## src/logic/dalu_defines.svh

```systemverilog
`ifndef DALU_DEFINES_SVH
`define DALU_DEFINES_SVH

// ****************************************************************
// instruction encodings
// ****************************************************************
`define DALU_OPC_EXTENSION    6'h1f
`define DALU_FN_ADD_GROUP     6'h10
`define DALU_FN_HALVE_GROUP   6'h18
`define DALU_FN_APPEND_GROUP  6'h31
`define DALU_SUB_ADD_CARRY    5'h11
`define DALU_SUB_HALVE_TRUNC  5'h00
`define DALU_SUB_HALVE_ROUND  5'h02
`define DALU_SUB_APPEND       5'h00

// ****************************************************************
// control register fields and reset values
// ****************************************************************
`define DALU_CTL_CARRY_BIT    13
`define DALU_CTL_OUFLAG_BIT   20
`define DALU_CTL_RESET        32'h0000_0000
`define DALU_DATA_RESET       64'h0000_0000_0000_0000
`define DALU_ROUND_ADD        9'h001
`endif

```

## src/logic/dalu_pkg.sv

```systemverilog
package dalu_pkg;

  // ****************************************************************
  // instruction word layout
  // ****************************************************************
  typedef struct packed {
    logic [5:0] major;
    logic [4:0] first_source_index;
    logic [4:0] second_source_index;
    logic [4:0] dest_field;
    logic [4:0] sub_field;
    logic [5:0] func_field;
  } dalu_instr_t;

  // ****************************************************************
  // operation kinds
  // ****************************************************************
  typedef enum logic [2:0] {
    DALU_OP_NONE        = 3'b000,
    DALU_OP_ADD_CARRY   = 3'b001,
    DALU_OP_HALVE_TRUNC = 3'b010,
    DALU_OP_HALVE_ROUND = 3'b011,
    DALU_OP_APPEND      = 3'b100
  } dalu_op_t;

  // ****************************************************************
  // register-file write-back
  // ****************************************************************
  typedef struct packed {
    logic        valid;
    logic [4:0]  index;
    logic [63:0] data;
  } dalu_wb_t;

endpackage : dalu_pkg

```

## src/logic/dalu_core.sv

```systemverilog
`timescale 1ns/1ps
`include "dalu_defines.svh"

module dalu_core (
  input  wire logic               i_clk,
  input  wire logic               i_rst_n,
  input  wire logic               i_issue,
  input  wire dalu_pkg::dalu_instr_t i_instr,
  input  wire logic [63:0]        i_first_source,
  input  wire logic [63:0]        i_second_source,
  input  wire logic [31:0]        i_dsp_control,
  output      dalu_pkg::dalu_wb_t o_wb,
  output      logic               o_ctl_we,
  output      logic [31:0]        o_dsp_control,
  output      logic               o_no_match
);

  // ****************************************************************
  // decode
  // ****************************************************************
  wire logic ext_major;
  wire logic is_add_carry;
  wire logic is_halve_trunc;
  wire logic is_halve_round;
  wire logic is_append;
  wire dalu_pkg::dalu_op_t op;

  assign ext_major      = (i_instr.major == `DALU_OPC_EXTENSION);
  assign is_add_carry   = ext_major && (i_instr.func_field == `DALU_FN_ADD_GROUP)
                          && (i_instr.sub_field == `DALU_SUB_ADD_CARRY);
  assign is_halve_trunc = ext_major && (i_instr.func_field == `DALU_FN_HALVE_GROUP)
                          && (i_instr.sub_field == `DALU_SUB_HALVE_TRUNC);
  assign is_halve_round = ext_major && (i_instr.func_field == `DALU_FN_HALVE_GROUP)
                          && (i_instr.sub_field == `DALU_SUB_HALVE_ROUND);
  assign is_append      = ext_major && (i_instr.func_field == `DALU_FN_APPEND_GROUP)
                          && (i_instr.sub_field == `DALU_SUB_APPEND);

  assign op = is_add_carry   ? dalu_pkg::DALU_OP_ADD_CARRY   :
              is_halve_trunc ? dalu_pkg::DALU_OP_HALVE_TRUNC :
              is_halve_round ? dalu_pkg::DALU_OP_HALVE_ROUND :
              is_append      ? dalu_pkg::DALU_OP_APPEND      :
                               dalu_pkg::DALU_OP_NONE;

  // ****************************************************************
  // add word with carry
  // ****************************************************************
  wire logic [31:0] src_a;
  wire logic [31:0] src_b;
  wire logic        carry_in;
  wire logic [32:0] carry_sum;
  wire logic        overflow;

  assign src_a     = i_first_source[31:0];
  assign src_b     = i_second_source[31:0];
  // carry bit is taken from bit 13 of the incoming control word; no op here sets it
  assign carry_in  = i_dsp_control[`DALU_CTL_CARRY_BIT];
  assign carry_sum = {src_a[31], src_a} + {src_b[31], src_b}
                     + {32'h0000_0000, carry_in};
  assign overflow  = carry_sum[32] ^ carry_sum[31];

  // ****************************************************************
  // quad byte halving add
  // ****************************************************************
  wire logic        round_en;
  wire logic [31:0] halve_word;

  assign round_en = is_halve_round;

  for (genvar lane = 0; lane < 4; lane++) begin : g_lane
    wire logic [8:0] lane_sum;
    wire logic [8:0] lane_rnd;
    assign lane_sum = {1'b0, src_a[lane*8 +: 8]} + {1'b0, src_b[lane*8 +: 8]};
    assign lane_rnd = lane_sum + (round_en ? `DALU_ROUND_ADD : 9'h000);
    assign halve_word[lane*8 +: 8] = lane_rnd[8:1];
  end

  // ****************************************************************
  // shift and append
  // ****************************************************************
  wire logic [4:0]  shift_count_field;
  wire logic [31:0] append_mask;
  wire logic [31:0] append_word;

  assign shift_count_field = i_instr.dest_field;
  // a zero count gives an empty mask, so the low word of the target comes back untouched
  assign append_mask = ~(32'hffff_ffff << shift_count_field);
  assign append_word = (src_b << shift_count_field)
                       | (src_a & append_mask);

  // ****************************************************************
  // result selection
  // ****************************************************************
  wire logic [31:0] result_word;
  wire logic [63:0] result_ext;
  wire logic [4:0]  result_index;
  wire logic [31:0] next_ctl;
  wire logic        next_ctl_we;
  wire logic        hit;

  assign result_word = (op == dalu_pkg::DALU_OP_ADD_CARRY) ? carry_sum[31:0] :
                       (op == dalu_pkg::DALU_OP_APPEND)    ? append_word     :
                                                             halve_word;
  // bit 31 of the halve word is bit 7 of the top lane
  assign result_ext   = {{32{result_word[31]}}, result_word};
  assign result_index = (op == dalu_pkg::DALU_OP_APPEND) ? i_instr.second_source_index
                                                         : i_instr.dest_field;
  assign hit          = i_issue && (op != dalu_pkg::DALU_OP_NONE);
  // only add-with-carry ever touches the control word; halving adds never do
  assign next_ctl_we  = hit && (op == dalu_pkg::DALU_OP_ADD_CARRY);
  assign next_ctl     = i_dsp_control
                        | ({31'h0000_0000, overflow} << `DALU_CTL_OUFLAG_BIT);

  // ****************************************************************
  // registered outputs
  // ****************************************************************
  always_ff @(posedge i_clk) begin
    if (!i_rst_n) begin
      o_wb          <= '{valid: 1'b0, index: 5'h00, data: `DALU_DATA_RESET};
      o_ctl_we      <= 1'b0;
      o_dsp_control <= `DALU_CTL_RESET;
      o_no_match    <= 1'b0;
    end else begin
      o_wb.valid    <= hit;
      o_wb.index    <= result_index;
      o_wb.data     <= result_ext;
      o_ctl_we      <= next_ctl_we;
      o_dsp_control <= next_ctl;
      o_no_match    <= i_issue && !hit;
    end
  end

endmodule : dalu_core

```

## config.mk

```make
export PLATFORM = sky130hd
export DESIGN_NAME = dalu_core
export DESIGN_NICKNAME = d
export VERILOG_FILES = /design/src/logic/dalu_pkg.sv /design/src/logic/dalu_core.sv
export VERILOG_INCLUDE_DIRS = /design/src /design/src/logic
export SDC_FILE = /design/constraint.sdc
export NUM_CORES = 1
export LEC_CHECK = 0
export ABC_AREA = 1
export BUFFER_PORTS_ARGS = -buffer_cell sky130_fd_sc_hd__buf_4
export CORE_MARGIN = 8
export CORE_UTILIZATION = 45
export DETAILED_ROUTE_END_ITERATION = 16
export PLACE_DENSITY_LB_ADDON = 0.12
export SYNTH_ARGS = -nofsm -noshare
export SYNTH_HDL_FRONTEND = slang
export SYNTH_SLANG_ARGS = --single-unit
```

## constraint.sdc

```tcl
create_clock -name i_clk -period 2.5 [get_ports i_clk]
set_input_delay 0.25 -clock i_clk [delete_from_list [all_inputs] [get_ports i_clk]]
set_output_delay 0.25 -clock i_clk [all_outputs]
set_load 0.005 [all_outputs]
```

After elaboration in Yosys (flattened, before gate mapping)
Index checks and enable logic that the tools add are counted.

word-level totals
  bits in registers = 72
  input port bits = 195
  output and inout port bits = 104
  word-level logic and storage cells = 52

operators by class
  $add $sub $neg = 10
  equal/unequal tests = 8
  shifts and indexed selects = 2
  muxes and demuxes = 8
  bitwise operators = 5
  reduce and logical (&&, ||, !) cells = 13

operators with widths
  operator               number
  $mux 32                2
  $add 8x8->9            4
  $add 32x32->33         1
  $add 33x1->33          1
  $and 32x32->32         1
  $not 32->32            1
  $or 32x21->32          1
  $or 32x32->32          1
  $shl 32x5->32          1
  $shl 32x5->32 const A  1
  $add 9x9->9            3
  $eq 6x5->1 const B     3
  $mux 3                 4
  $logic_and 1x1->1      10
  $add 9x1->9            1
  $eq 6x6->1 const B     1
  $eq 5x2->1 const B     1
  $eq 5x5->1 const B     1
  $logic_not 5->1        1
  $mux 5                 1
  $eq 3x1->1 const B     1
  $eq 3x3->1 const B     1
  $reduce_bool 3->1      1
  $logic_not 1->1        1
  other kinds (2)        2

Depth between registers and ports, before layout
  word-level depth = 11
  depth in mapped cells = 16

Worst setup path before layout
No wires, ideal clock.

  kind = input-to-reg
  from = input port i_second_source[0]
  to = register o_wb[20] (netlist name)
  data arrival time = 1.944 ns
  data required time = 2.430 ns
  setup slack = 0.486 ns
  stages = 14
  cell sequence = inv_1 -> fa_1 -> inv_1 -> fa_1 -> nand3_1 -> nand2_2 -> nand2_1 -> nand2_2 -> a21oi_4 -> inv_2 -> a21oi_2 -> xor2_1 -> nand2_1 -> a21oi_1

between the ends
  word-level cells in the longest chain between the ends = 4

RTL lines
  element                                                 RTL line          RTL
  from (decl)                                             dalu_core.sv:10   input wire logic [63:0] i_second_source,
  branches (longest 3 deep; another with $add 32x32->33)  n/a
  $mux 32 (*)                                             dalu_core.sv:100  assign result_word = (op == dalu_pkg::DALU_OP_ADD_CARRY) ? carry_sum[31:0] :
  to (signal assigned)                                    dalu_core.sv:118  o_wb <= '{valid: 1'b0, index: 5'h00, data: `DALU_DATA_RESET};
  to (decl)                                               dalu_core.sv:12   output dalu_pkg::dalu_wb_t o_wb,

Every way passes the cells marked *.
A chain may end at the register's enable or synchronous reset.

Final worst setup path
  from = input port i_second_source[0]
  to = register o_wb[18] (netlist name)

Same word-level chain as after synthesis.

==> reports/summary.txt <==
area of the multi-input gates: 0.00491 sq mm
CP max stage delay: 0.39 ns
final setup violating endpoints: 0
Switching Power: 1.67 mW
max_cap viols: 0
Syn-to-layout area delta: 29.6%
Leak: 4.87 nW
outcome: completed
maximum vdd drop: 0.359 mV
Seq/Total Area, Yosys: 19.7%
Crit Path Max Fanout: 4
H-tree Lvls: 3
CTS hold repair buffers: 0
area share of the largest cell type after synthesis: 19.7%
most instantiated cells after synthesis: 349 x nand2_1, 110 x inv_1, 106 x a21oi_1
clk sinks: 72
root buffer cell: clkbuf_16
Hold Crit Endpoint: o_dsp_control[4]
ant diodes: 0
Comb pwr share: 41.0%
Post-DP Area: 0.00919 sq mm
Initial Utilization: 46.0%
post-route design area: 0.00948 sq mm
row cnt: 46
final wirelength: 31800 um
syn_nets: 1431
DRT Pass-1 Iters: 5
Critical Path Sink Type: register
die area: 0.0206 sq mm
GP Congestion: 0.999
Pwr per Cell Area: 460 mW/mm^2
synth warn: 0
Req. time, crit path: 2.76 ns
Tot GR Track Use: 30.2%
Die W: 143 um
register area: 0.00144 sq mm
Bufs and invs on worst path: 4
Via density: 5.52
most frequent cell after synthesis: nand2_1
IO Pins: 299
Seq pwr share: 29.1%
hpwl dp: 26400 um
ranking of synthesized cells by area: dfxtp_1 20%, nand2_1 18%, a21oi_1 7.3%
CTS resizes: 0
Final TNS setup: 0 ns
Int Power: 2.69 mW
CP cell instances: buf_4 -> inv_1 -> fa_1 -> inv_1 -> fa_1 -> buf_4 -> nand2_1 -> o211ai_2 -> a21oi_1 -> o21ai_1 -> xor2_1 -> nand2_1 -> a21oi_1
largest net degree at the start of global routing: 34
min-delay worst type: input port to register
Iteration-0 DRC Markers: 1032
chip height: 143 um
Critical Path Slowest Stage Cell: fa_1
Mapped Cells: 1198
antenna violations before repair: 0
Synth Register Bits: 72
layout filler cell count: 1606
Async S/R FF share, synth: 0%
CTS tree: yes
fin crit period: 2.10 ns
post-CTS setup buffer count: 0
total CTS buffers: 9
Hold Path Cell Cnt: 3
layout cells sized above 1: 24.0%
Post-synth EDFFs: 0
first-pass GRT wire length: 47100 um
Data arrival, critical path: 2.36 ns
WL/cell: 19.5 um
critical path class: input port to register
Core Area: 0.0159 sq mm
clock power share: 29.9%
library cells used by synthesis: 54
Tcrit/Tclk final: 83.9%
Worst-Margin Slew: 0.600 ns
final net count: 1642
Final Power: 4.36 mW
clock-pin slew on the worst setup and hold paths: 0.07 ns
vias in the first global route: 8296
unrepaired setup endpoints after global routing: false
delay-heaviest family, CP: compound AO/OA/AOI/OAI gates
sw frac: 38.3%
area leader, netlist: dfxtp_1
Detail Route Antenna Nets: 0
via count: 9003
syn_area_per_cell: 6.10 sq um
Worst slew margin: 59.9%
CTS max path bufs: 2
Synth Cell Area: 0.00731 sq mm
CP startpoint kind: input port
Max Freq: 0.477 GHz
IO buf count: 229
Main synth FF type: dfxtp_1
Final Hold Viols: 0
Worst Hold Launch: i_dsp_control[4]
DRC errors left: 0
grt ovf: 0
Pins Over Slew Limit: 0
flip-flops by register name, indices dropped and copies added (netlist names):
register	count
o_dsp_control	32
o_ctl_we	1
o_wb	38
o_no_match	1
power by group through the flow:
stage / combinational, mW / clock (mW) / sequential, mW
floorplan: 1.02 / 0 / 1.31
global placement: 1.74 / 0 / 1.29
detailed placement: 1.75 / 0 / 1.29
CTS: 1.75 / 1.32 / 1.27
global route: 1.95 / 1.36 / 1.28
finish: 1.79 / 1.30 / 1.27
layer usage:
metal	up-vias	track usage, %	part of all wire, %	wire (um)
met5	-	0	0	0
met3	65	7.90	11	3550
met1	4079	39.0	42	13500
met2	490	47.1	43	13800
met4	0	11.5	3.0	967
li1	4369	-	-	-
kinds of logic (layout without fill, tap and decap cells):
group	Yosys count	after routing	synth area share (%)
XOR/XNOR	27	27	3.23
flip-flops	72	72	19.7
multiplexers	8	8	1.10
adder cells (fa/ha/maj)	38	38	7.12
AND/OR/NAND/NOR	558	558	32.5
AO/OA/AOI/OAI	295	295	23.2
buffers and inverters	200	416	13.1
area by class of cell:
class / instances / share of cell area (%)
clock inverter: 7 / 0.634
multi-input combinational: 926 / 51.8
timing repair buffer: 281 / 22.4
tap: 216 / 2.85
clock buffer: 9 / 2.38
inverter: 119 / 4.71
sequential: 72 / 15.2
worst max-delay path by stage:
stage | start | end | slack (ns) | cells after the start
after detailed placement | i_second_source[0] | o_dsp_control[20] | 0.06 | 17
after global placement | i_second_source[0] | o_dsp_control[20] | 0.08 | 17
after floorplan | i_second_source[0] | o_wb[20] | 0.49 | 14
final | i_second_source[0] | o_wb[18] | 0.40 | 13
after global routing | i_second_source[0] | o_wb[26] | 0.23 | 17
after CTS | i_second_source[0] | o_dsp_control[20] | 0.43 | 17
cells in the final DEF (no fill, tap or decap), types with 3 or more instances in the layout:
cell type   instances
xnor2_1             8
o21ai_1            41
and2_1              3
a21oi_2             6
dfxtp_1            72
a21oi_1           106
clkbuf_16           9
o21a_1             13
nand3_2             3
o211ai_1           13
nor3_1              6
nand3_1            73
nand2_2             8
inv_6               3
o2111ai_1           4
buf_4             280
nor2_2              4
xor2_1             19
o21ai_0            77
a31oi_1             4
o21ai_2             4
nand4_1            10
mux2i_1             8
a21o_1              4
o21bai_1            3
clkinvlp_4          3
nor2_1             78
nor4_1              4
o22ai_1             8
inv_1             110
inv_2               7
ha_1               32
nand2_1           349
or2_1               5
nand3b_1            7
fa_1                6
stage by stage:
stage          hold WS, ns  util [%]  setup slack (ns)  std cells
4_1_cts             0.0624      59.6             0.434       1630
3_5_place_dp         0.434      57.9            0.0621       1614
3_3_place_gp         0.430      57.9            0.0761       1614
2_1_floorplan        0.343         -             0.486       1198
6_report            0.0687      59.6             0.401       1630
5_1_grt             0.0705      59.6             0.232       1630
No activity file was read; power rests on OpenSTA's default activity.
